### src/i2cs_cfg.svh
// Constants of the two-wire register slave
`ifndef I2CS_CFG_SVH
`define I2CS_CFG_SVH

// Upper six bits of the 7-bit slave address; the low bit comes from the select pin
`define I2CS_ADDR_HI6 6'h16
// Index of the last bit of a byte (8 bits, counted 0 to 7)
`define I2CS_LAST_BIT 3'h7
// Implemented register indices: a contiguous block plus one isolated index
`define I2CS_REG_FIRST 8'h00
`define I2CS_REG_LAST 8'h0E
`define I2CS_REG_EXTRA 8'h72
// Pointer step after each write data byte and each master-acknowledged read byte
`define I2CS_PTR_STEP 8'h01
// Write buffer shape: {index, data} words
`define I2CS_FIFO_WIDTH 16
`define I2CS_FIFO_DEPTH 8

`endif

### src/i2cs_pkg.sv
// Types of the two-wire register slave
package i2cs_pkg;

    typedef enum logic [3:0] {
        S_IDLE,
        S_ADDR,
        S_ADDR_ACK,
        S_INDEX,
        S_INDEX_ACK,
        S_WDATA,
        S_WDATA_ACK,
        S_RDATA,
        S_RDATA_ACK
    } i2cs_state_e;

    typedef struct packed {
        i2cs_state_e fsm;
        logic [2:0] bit_cnt;
        logic [7:0] shift;
        logic [7:0] tx;
        logic [7:0] ptr;
        logic rw;
        logic ack_phase;
        logic master_ack;
        logic sda_oe;
        logic scl_hold;
        logic scl_p;
        logic sda_p;
        logic busy;
        logic wr_pend;
        logic [7:0] wr_addr;
        logic [7:0] wr_data;
    } i2cs_slave_s;

endpackage

### src/i2cs_fifo.sv
// Write buffer between the serial side and the register bank
`timescale 1ns/10ps

module i2cs_fifo #(
    parameter int WIDTH = 16,
    parameter int DEPTH = 8
) (
    input wire logic clk_in,
    input wire logic rst_in,
    input wire logic in_valid_in,
    output logic in_ready_out,
    input wire logic [WIDTH-1:0] in_data_in,
    output logic out_valid_out,
    input wire logic out_ready_in,
    output logic [WIDTH-1:0] out_data_out
);

    localparam int AW = (DEPTH > 1) ? $clog2(DEPTH) : 1;
    localparam logic [AW:0] FULL_CNT = (AW + 1)'(DEPTH);
    localparam logic [AW-1:0] LAST_PTR = AW'(DEPTH - 1);

    typedef struct packed {
        logic [DEPTH-1:0][WIDTH-1:0] mem;
        logic [AW-1:0] wp;
        logic [AW-1:0] rp;
        logic [AW:0] cnt;
    } i2cs_fifo_s;

    i2cs_fifo_s st_reg;
    i2cs_fifo_s st_next;
    logic push;
    logic pop;

    assign in_ready_out = (st_reg.cnt != FULL_CNT);
    assign out_valid_out = (st_reg.cnt != '0);
    assign out_data_out = st_reg.mem[st_reg.rp];
    assign push = in_valid_in && in_ready_out;
    assign pop = out_valid_out && out_ready_in;

    always_comb begin
        st_next = st_reg;
        if (push) begin
            st_next.mem[st_reg.wp] = in_data_in;
            st_next.wp = (st_reg.wp == LAST_PTR) ? '0 : st_reg.wp + 1'b1;
        end
        if (pop) begin
            st_next.rp = (st_reg.rp == LAST_PTR) ? '0 : st_reg.rp + 1'b1;
        end
        if (push && !pop) begin
            st_next.cnt = st_reg.cnt + 1'b1;
        end else if (pop && !push) begin
            st_next.cnt = st_reg.cnt - 1'b1;
        end
    end

    always_ff @(posedge clk_in or posedge rst_in) begin
        if (rst_in) begin
            st_reg <= '0;
        end else begin
            st_reg <= st_next;
        end
    end

endmodule

### src/i2cs_slave.sv
// Two-wire serial slave giving a bus master access to an 8-bit register space
//
// Summary of operation
// - SDA bits are captured while SCL is high; master changes SDA only when low.
// - SDA change during SCL high mid-transfer abandons the transfer in progress.
// - Each byte is 8 bits, MSB first, followed by one acknowledge clock.
// - SDA falling while SCL high is a Start; it begins a transaction.
// - SDA rising while SCL high is a Stop; the device releases the bus.
// - Repeated Start restarts address reception and keeps the register pointer.
// - On a received byte the device holds SDA low through the ack clock.
// - After a read byte the device releases SDA for the master's acknowledge.
// - First seven bits after Start are the address, the eighth is direction.
// - Address byte is 58/59 with select pin low, 5A/5B with it high.
// - Only a matching address is acknowledged; otherwise SDA stays released.
// - First byte after a write address loads the register pointer, acknowledged.
// - Following bytes are written to the pointed register if it is implemented; every one is acknowledged.
// - Pointer advances by one after each acknowledged write data byte.
// - Read: repeated Start, address with direction 1, then pointed register shifted out.
// - Master acknowledge on a read byte advances pointer and sends next register.
// - Bus is busy from Start to Stop; no address response outside that window.
`timescale 1ns/10ps
`include "i2cs_cfg.svh"

module i2cs_slave
    import i2cs_pkg::*;
(
    input wire logic CLK_SYS_IN,
    input wire logic RST_IN,
    input wire logic SCL_IN,
    output logic SCL_OUT,
    output logic SCL_OE_OUT,
    input wire logic SDA_IN,
    output logic SDA_OUT,
    output logic SDA_OE_OUT,
    input wire logic ADDR_SEL_IN,
    output logic BUS_BUSY_OUT,
    output logic WR_VALID_OUT,
    input wire logic WR_READY_IN,
    output logic [7:0] WR_ADDR_OUT,
    output logic [7:0] WR_DATA_OUT,
    output logic [7:0] RD_ADDR_OUT,
    input wire logic [7:0] RD_DATA_IN
);

    ////////////////////////////////////////////////////////////////////////////////
    // Declarations

    i2cs_slave_s st_reg;
    i2cs_slave_s st_next;
    logic [2:0] pins_sync;
    logic scl_s;
    logic sda_s;
    logic sel_s;
    logic scl_rise;
    logic scl_fall;
    logic start_det;
    logic stop_det;
    logic [7:0] rx_byte;
    logic [7:0] rd_byte;
    logic fifo_in_ready;
    logic push;
    logic [`I2CS_FIFO_WIDTH-1:0] fifo_out_data;
    logic byte_end;
    logic addr_hit;
    logic ptr_mapped;
    logic ack_open;
    logic tx_done;
    logic master_acked;

    // State after reset: lines read low until the synchroniser fills, bus released
    localparam i2cs_slave_s RESET_ST = '{
        fsm: S_IDLE,
        bit_cnt: 3'h0,
        shift: 8'h00,
        tx: 8'h00,
        ptr: `I2CS_REG_FIRST,
        rw: 1'b0,
        ack_phase: 1'b0,
        master_ack: 1'b0,
        sda_oe: 1'b0,
        scl_hold: 1'b0,
        scl_p: 1'b0,
        sda_p: 1'b0,
        busy: 1'b0,
        wr_pend: 1'b0,
        wr_addr: 8'h00,
        wr_data: 8'h00
    };

    ////////////////////////////////////////////////////////////////////////////////
    // Functions

    // Index decode shared by the write and read paths
    function automatic logic reg_mapped(input logic [7:0] idx);
        logic hit;
        hit = 1'b0;
        if ((idx >= `I2CS_REG_FIRST) && (idx <= `I2CS_REG_LAST)) begin
            hit = 1'b1;
        end
        if (idx == `I2CS_REG_EXTRA) begin
            hit = 1'b1;
        end
        return hit;
    endfunction

    // Own 7-bit address
    function automatic logic [6:0] own_addr(input logic sel);
        return {`I2CS_ADDR_HI6, sel};
    endfunction

    ////////////////////////////////////////////////////////////////////////////////
    // Pin synchronisers and bus condition detection

    i2cs_sync #(
        .W(3)
    ) u_sync (
        .clk_in(CLK_SYS_IN),
        .rst_in(RST_IN),
        .async_in({ADDR_SEL_IN, SDA_IN, SCL_IN}),
        .sync_out(pins_sync)
    );

    assign scl_s = pins_sync[0];
    assign sda_s = pins_sync[1];
    assign sel_s = pins_sync[2];

    assign scl_rise = scl_s && !st_reg.scl_p;
    assign scl_fall = !scl_s && st_reg.scl_p;
    assign start_det = scl_s && st_reg.scl_p && st_reg.sda_p && !sda_s;
    assign stop_det = scl_s && st_reg.scl_p && !st_reg.sda_p && sda_s;

    // Incoming byte, MSB first
    assign rx_byte = {st_reg.shift[6:0], sda_s};

    // Read data, zero for unmapped indices
    assign rd_byte = ptr_mapped ? RD_DATA_IN : 8'h00;

    assign push = st_reg.wr_pend && fifo_in_ready;

    ////////////////////////////////////////////////////////////////////////////////
    // Byte and acknowledge events

    // Eighth bit of a byte sampled
    assign byte_end = scl_rise && (st_reg.bit_cnt == `I2CS_LAST_BIT);

    // Received address equals the pin-selected own address
    assign addr_hit = (rx_byte[7:1] == own_addr(sel_s));

    // Pointer names an implemented register
    assign ptr_mapped = reg_mapped(st_reg.ptr);

    // Falling clock that opens the acknowledge slot
    assign ack_open = scl_fall && !st_reg.ack_phase;

    // Eight read bits shifted out
    assign tx_done = scl_fall && (st_reg.bit_cnt == 3'h0);

    // Master pulled SDA low on the acknowledge clock of a read byte
    assign master_acked = scl_rise && !sda_s;

    ////////////////////////////////////////////////////////////////////////////////
    // Write buffer toward the register bank

    i2cs_fifo #(
        .WIDTH(`I2CS_FIFO_WIDTH),
        .DEPTH(`I2CS_FIFO_DEPTH)
    ) u_fifo (
        .clk_in(CLK_SYS_IN),
        .rst_in(RST_IN),
        .in_valid_in(st_reg.wr_pend),
        .in_ready_out(fifo_in_ready),
        .in_data_in({st_reg.wr_addr, st_reg.wr_data}),
        .out_valid_out(WR_VALID_OUT),
        .out_ready_in(WR_READY_IN),
        .out_data_out(fifo_out_data)
    );

    ////////////////////////////////////////////////////////////////////////////////
    // Protocol state machine

    always_comb begin
        st_next = st_reg;
        st_next.scl_p = scl_s;
        st_next.sda_p = sda_s;
        if (push) begin
            st_next.wr_pend = 1'b0;
        end
        if (stop_det) begin
            // Stop ends the transaction and releases SDA
            st_next.fsm = S_IDLE;
            st_next.busy = 1'b0;
            st_next.sda_oe = 1'b0;
            st_next.ack_phase = 1'b0;
        end else if (start_det) begin
            // Start or repeated Start; pointer is left untouched
            st_next.fsm = S_ADDR;
            st_next.busy = 1'b1;
            st_next.bit_cnt = 3'h0;
            st_next.sda_oe = 1'b0;
            st_next.ack_phase = 1'b0;
        end else begin
            case (st_reg.fsm)
                S_IDLE: begin
                    st_next.sda_oe = 1'b0;
                end
                S_ADDR,
                S_INDEX,
                S_WDATA: begin
                    if (scl_rise) begin
                        st_next.shift = rx_byte;
                        st_next.bit_cnt = st_reg.bit_cnt + 3'h1;
                        if (byte_end) begin
                            case (st_reg.fsm)
                                S_ADDR: begin
                                    if (addr_hit) begin
                                        st_next.rw = rx_byte[0];
                                        st_next.fsm = S_ADDR_ACK;
                                    end else begin
                                        st_next.fsm = S_IDLE;
                                    end
                                end
                                S_INDEX: begin
                                    st_next.ptr = rx_byte;
                                    st_next.fsm = S_INDEX_ACK;
                                end
                                default: begin
                                    st_next.wr_addr = st_reg.ptr;
                                    st_next.wr_data = rx_byte;
                                    st_next.wr_pend = ptr_mapped;
                                    st_next.fsm = S_WDATA_ACK;
                                end
                            endcase
                        end
                    end
                end
                S_ADDR_ACK,
                S_INDEX_ACK,
                S_WDATA_ACK: begin
                    if (scl_fall) begin
                        if (ack_open) begin
                            // Pull SDA low for the whole ninth clock
                            st_next.ack_phase = 1'b1;
                            st_next.sda_oe = 1'b1;
                        end else begin
                            st_next.ack_phase = 1'b0;
                            st_next.bit_cnt = 3'h0;
                            case (st_reg.fsm)
                                S_ADDR_ACK: begin
                                    if (st_reg.rw) begin
                                        // First read byte from the loaded pointer
                                        st_next.fsm = S_RDATA;
                                        st_next.tx = rd_byte;
                                        st_next.sda_oe = !rd_byte[7];
                                    end else begin
                                        st_next.fsm = S_INDEX;
                                        st_next.sda_oe = 1'b0;
                                    end
                                end
                                S_INDEX_ACK: begin
                                    st_next.fsm = S_WDATA;
                                    st_next.sda_oe = 1'b0;
                                end
                                default: begin
                                    st_next.fsm = S_WDATA;
                                    st_next.sda_oe = 1'b0;
                                    st_next.ptr = st_reg.ptr + `I2CS_PTR_STEP;
                                end
                            endcase
                        end
                    end
                end
                S_RDATA: begin
                    if (scl_rise) begin
                        st_next.bit_cnt = st_reg.bit_cnt + 3'h1;
                    end
                    if (scl_fall) begin
                        if (tx_done) begin
                            // Eight bits sent: let go for the master's acknowledge
                            st_next.fsm = S_RDATA_ACK;
                            st_next.sda_oe = 1'b0;
                        end else begin
                            st_next.tx = {st_reg.tx[6:0], 1'b0};
                            st_next.sda_oe = !st_reg.tx[6];
                        end
                    end
                end
                S_RDATA_ACK: begin
                    if (scl_rise) begin
                        st_next.master_ack = master_acked;
                        if (master_acked) begin
                            st_next.ptr = st_reg.ptr + `I2CS_PTR_STEP;
                        end
                    end
                    if (scl_fall) begin
                        st_next.bit_cnt = 3'h0;
                        if (st_reg.master_ack) begin
                            st_next.fsm = S_RDATA;
                            st_next.tx = rd_byte;
                            st_next.sda_oe = !rd_byte[7];
                        end else begin
                            st_next.fsm = S_IDLE;
                            st_next.sda_oe = 1'b0;
                        end
                    end
                end
                default: begin
                    st_next.fsm = S_IDLE;
                    st_next.sda_oe = 1'b0;
                end
            endcase
        end
        // Stretch SCL low while an acknowledged write byte waits for buffer room
        st_next.scl_hold = (st_next.fsm == S_WDATA_ACK) && st_next.ack_phase &&
            st_next.wr_pend;
    end

    always_ff @(posedge CLK_SYS_IN or posedge RST_IN) begin
        if (RST_IN) begin
            st_reg <= RESET_ST;
        end else begin
            st_reg <= st_next;
        end
    end

    ////////////////////////////////////////////////////////////////////////////////
    // Outputs

    assign SDA_OUT = 1'b0;
    assign SDA_OE_OUT = st_reg.sda_oe;
    assign SCL_OUT = 1'b0;
    assign SCL_OE_OUT = st_reg.scl_hold;
    assign BUS_BUSY_OUT = st_reg.busy;
    assign WR_ADDR_OUT = fifo_out_data[15:8];
    assign WR_DATA_OUT = fifo_out_data[7:0];
    assign RD_ADDR_OUT = st_reg.ptr;

endmodule

### src/i2cs_sync.sv
// Two-stage synchroniser for pin inputs
`timescale 1ns/10ps

module i2cs_sync #(
    parameter int W = 3
) (
    input wire logic clk_in,
    input wire logic rst_in,
    input wire logic [W-1:0] async_in,
    output logic [W-1:0] sync_out
);

    typedef struct packed {
        logic [W-1:0] s1;
        logic [W-1:0] s2;
    } i2cs_sync_s;

    i2cs_sync_s st_reg;
    i2cs_sync_s st_next;

    always_comb begin
        st_next = st_reg;
        st_next.s1 = async_in;
        st_next.s2 = st_reg.s1;
    end

    always_ff @(posedge clk_in or posedge rst_in) begin
        if (rst_in) begin
            st_reg <= '0;
        end else begin
            st_reg <= st_next;
        end
    end

    assign sync_out = st_reg.s2;

endmodule

### config.mk
export PLATFORM = sky130hd
export DESIGN_NAME = i2cs_slave
export DESIGN_NICKNAME = d
export VERILOG_FILES = /design/src/i2cs_pkg.sv /design/src/i2cs_fifo.sv /design/src/i2cs_slave.sv /design/src/i2cs_sync.sv
export VERILOG_INCLUDE_DIRS = /design/src /design/src/src
export SDC_FILE = /design/constraint.sdc
export NUM_CORES = 1
export LEC_CHECK = 0
export BUFFER_PORTS_ARGS = -buffer_cell sky130_fd_sc_hd__buf_2
export CAP_MARGIN = 15
export CORE_ASPECT_RATIO = 2
export CORE_MARGIN = 10
export CORE_UTILIZATION = 60
export CTS_CLUSTER_DIAMETER = 120
export DETAILED_ROUTE_END_ITERATION = 8
export GPL_ROUTABILITY_DRIVEN = 0
export GPL_TIMING_DRIVEN = 0
export PLACE_DENSITY_LB_ADDON = 0.12
export SLEW_MARGIN = 20
export SYNTH_ARGS = -nofsm -noshare
export SYNTH_HDL_FRONTEND = slang
export SYNTH_SLANG_ARGS = --single-unit
### constraint.sdc
create_clock -name CLK_SYS_IN -period 11.6 [get_ports CLK_SYS_IN]
set_clock_uncertainty 0.1 [all_clocks]
set_input_delay 0.58 -clock CLK_SYS_IN [delete_from_list [all_inputs] [get_ports CLK_SYS_IN]]
set_output_delay 0.58 -clock CLK_SYS_IN [all_outputs]
set_load 0.005 [all_outputs]
==> out/summary.md <==
The flow ran to the end, and the final reports show no timing, DRC or antenna violations. After synthesis, the largest area contributor takes up 51.58% of total cell area. For the floorplan row count, the log shows 65.

Summing the areas of all xor and xnor instances in the mapped netlist gives 0.6383% of the synthesized area. In the routed layout, each cell is associated on average with a via count of 6.188. In this run the tool buffered the top-level ports with 41 buffer cells. For this design the total switching power over the nets is 0.0003142 W. Setup violations remaining at the end of the flow were counted as 0. At the end of the flow, the number of nets in the layout was 770. For the overall via count from detail_route, the log shows 5916. Sequential cells burn 51.3% of the power.

Measured against its own limit, the worst slew margin works out to 46.24%. The total length of routed wires was 22.00 mm. The tree is rooted in a clkbuf_16.

In the synthesized netlist the dominant register cell turns out to be dfrtp_1. CTS saw 198 sinks. Of the post-synthesis cell area, the part taken by muxes is 28.68%.

The number of synthesized flops with an enable pin was 0. The number of distinct library cell variants in the gate-level netlist after synthesis was 74; the maximum net fanout on the critical path was 10. In this run the cell area of the synthesized design comes to 9605 um2. Once the clock tree was built, the setup fixing pass inserted 0 buffers. The first global-routing pass estimated 34.92 mm of wire. The tools report the leakage power as 5.322 nW.

The internal power is 0.001065 W, and the fraction of final layout cells sized beyond drive strength 1 is 45.17%. The first routing iteration left 316 violations. The average instance in the mapped netlist occupies 14.13 um2. The total area inside the core boundary comes to 15780 um2.

Setup repair after global routing left no endpoint under its margin. The critical path required time was 10.92 ns. The tools report the number of maximum-capacitance violations as 0. By count the netlist is led by dfrtp_1, mux2_2, mux4_2. For this run, the register share of the synthesized area comes to 51.58%.

Number of levels in the clock H-tree: 4. Compared with the post-synthesis result, the final layout area differs by 11.66%. For the worst-skew pair, the clock arrives at the later sink with an insertion delay of 0.43 ns.

In this run the remaining antenna-violating nets after routing total 0. The number of antenna diodes in the final layout is 0. The synthesized netlist devotes 7.242% of its cell area to simple gates. In the global route stage, overall resource usage came out at 21.02%. Via count of the first global-routing pass: 6565.

Global routing finished with a remaining overflow of 0. The initial utilization of the core area, before any placement, comes to 60.88%. Data arrival time at the worst-slack endpoint: 2.72 ns. The die is 198.9 um tall. Buffers inserted to repair hold after CTS numbered 0.

The transition time of the tightest slew-check pin works out to 0.8063 ns. The final critical path takes up 29.31% of the cycle. The final period demand of the worst path is 3.400 ns. The register with the most flip-flops in the layout has 138 of them. Summing all placed instances gives a cell area of 10100 um2. In the final routed layout, each cell accounts on average for 23.01 um. The final count of pins violating max slew came out at 0. The path class of the tightest hold or removal check is primary input to async pin. Net switching is 22.78% of the power. The overall die width was 109.5 um; the combinational fraction of design power was 3.4%.

The run gives 15.50 mm as the final HPWL from detailed placement. After Yosys synthesis, full adders, half adders and majority gates account for 1.902% of the synthesized area. For the count of yosys warnings during synthesis, the log shows 0.

The register clock-pin slew on the reported worst setup and hold paths is 0.07 ns, and the async set-reset flop share out of synthesis is 100.0%. The finished cells cover 10730 um2. For this run, the detailed router's first-pass iteration total came to 5. The flop and latch count out of synthesis was 198; the final count of hold timing violations was 0. The final routed DRC violation total was 0; the compound-cell area share of the yosys netlist was 6.292%. The run gives 294.2 MHz as the highest attainable clock frequency. After synthesis, the largest family of logic cells by area is multiplexers. The tools report the element type at the critical path start as a flop. By area the synthesized netlist is led by dfrtp_1, mux2_2, mux4_2, ha_1, buf_4. The clock network accounts for 45.3% of the total power. TritonCTS built the clock tree. The floorplan step defined a die boundary enclosing 21780 um2. The cell area power density is 128.6 nW/um2, and the number of clock buffers inserted by TritonCTS is 17. The logs give 0 for the number of antenna violations at the first check in global routing and 112 for the largest net degree at the start of global routing. For this design the top-level I/O count stands at 44. Setup total negative slack on the finished layout was measured at 0 ns. Across the VDD grid, the largest voltage drop is 0.1013 mV.

Dominant cell by count in the synthesized netlist: dfrtp_1. Synthesis handed over a netlist of 680 instances. Dominant cell type by area after synthesis: dfrtp_1. The tools report the total of cells resized after clock tree synthesis as 0. The longest clock path from root to sink contains 2 buffers. The class of the most critical setup path is flop to output port.

STA classifies the critical path endpoint as an output port.
cells in the final DEF (no fill, tap or decap), types with 4 or more instances in the layout:
| cell type | instances |
|---|---|
| a21o_1 | 5 |
| a21oi_1 | 14 |
| a22o_1 | 8 |
| a31oi_1 | 6 |
| buf_2 | 55 |
| buf_4 | 18 |
| clkbuf_1 | 11 |
| clkbuf_16 | 17 |
| dfrtp_1 | 198 |
| ha_1 | 13 |
| inv_1 | 12 |
| inv_6 | 5 |
| mux2_2 | 168 |
| mux2_4 | 6 |
| mux4_2 | 32 |
| nand2_1 | 28 |
| nand2b_1 | 7 |
| nand3_1 | 7 |
| nand3b_1 | 4 |
| nor2_1 | 16 |
| nor2b_1 | 5 |
| nor3_1 | 7 |
| o21ai_0 | 10 |
| xnor2_1 | 4 |
metal layers:
| layer | share of wire (%) | track usage (%) |
|---|---|---|
| met3 | 2.1 | 2.593 |
| met5 | 0 | 0 |
| met4 | 2.5 | 8.624 |
| met1 | 37 | 21.77 |
| met2 | 59 | 40.37 |
power by group through the flow:
stage	Sequential, W	Combinational [W]	Clock [W]
finish	0.000708	0.0000470	0.000625
global route	0.000708	0.0000521	0.000663
CTS	0.000708	0.0000478	0.000633
detailed placement	0.000721	0.0000478	0
global placement	0.000721	0.0000440	0
floorplan	0.000717	0.0000330	0
cells by family after synthesis:
group,after synthesis
XOR/XNOR,7
flip-flops,198
buffers and inverters,63
multiplexers,211
AO/OA/AOI/OAI,77
AND/OR/NAND/NOR,109
other,1
adder cells (fa/ha/maj),14
through the flow:
stage	worst slack, ns	hold WS, ns	utilization [%]	std cells	power [W]
2_1_floorplan	5.523	0.2312	-	681	0.0007497
3_3_place_gp	3.874	0.2389	63.80	923	0.0007645
3_5_place_dp	8.615	0.2358	64.02	924	0.0007689
4_1_cts	8.148	0.1436	67.98	956	0.001389
5_1_grt	8.042	0.1429	67.98	956	0.001424
6_report	8.200	0.1235	67.98	956	0.001380
path summary, 6_finish.rpt:
| path | start | endpoint | slack (ns) | cells past startpoint |
|---|---|---|---|---|
| max | u_fifo.st_reg[4]$_DFFE_PP0P_ | WR_DATA_OUT[2] | 8.20 | 5 |
| min | RST_IN | u_fifo.st_reg[2]$_DFFE_PP0P_ | 0.12 | 2 |
| max reg2reg | u_fifo.st_reg[0]$_DFFE_PP0P_ | u_fifo.st_reg[3]$_DFFE_PP0P_ | 8.77 | 12 |
| min reg2reg | u_sync.st_next[0]$_DFF_PP0_ | u_sync.sync_out[0]$_DFF_PP0_ | 0.25 | 0 |
| max in group asynchronous | RST_IN | u_fifo.st_reg[47]$_DFFE_PP0P_ | 10.31 | 3 |
| min in group CLK_SYS_IN | SDA_IN | u_sync.st_next[1]$_DFF_PP0_ | 0.15 | 1 |
cell type report:
type,instances,area [um2]
flip-flops and latches,198,4955
repair buffers,42,232.7
inverters,14,60.06
fillers,1148,5052
clock inverters,14,185.2
plain buffers,49,295.3
clock buffers,18,439.2
multi-input cells,420,4307
well taps,201,251.5
critical path: stages, from the launching register on:
cell and delay [ns]:
dfrtp_1 0.36, clkbuf_1 0.40, buf_2 0.51, mux4_2 0.57
mux2_2 0.30, buf_2 0.14
Note: power is estimated with default switching activity, not from simulation.
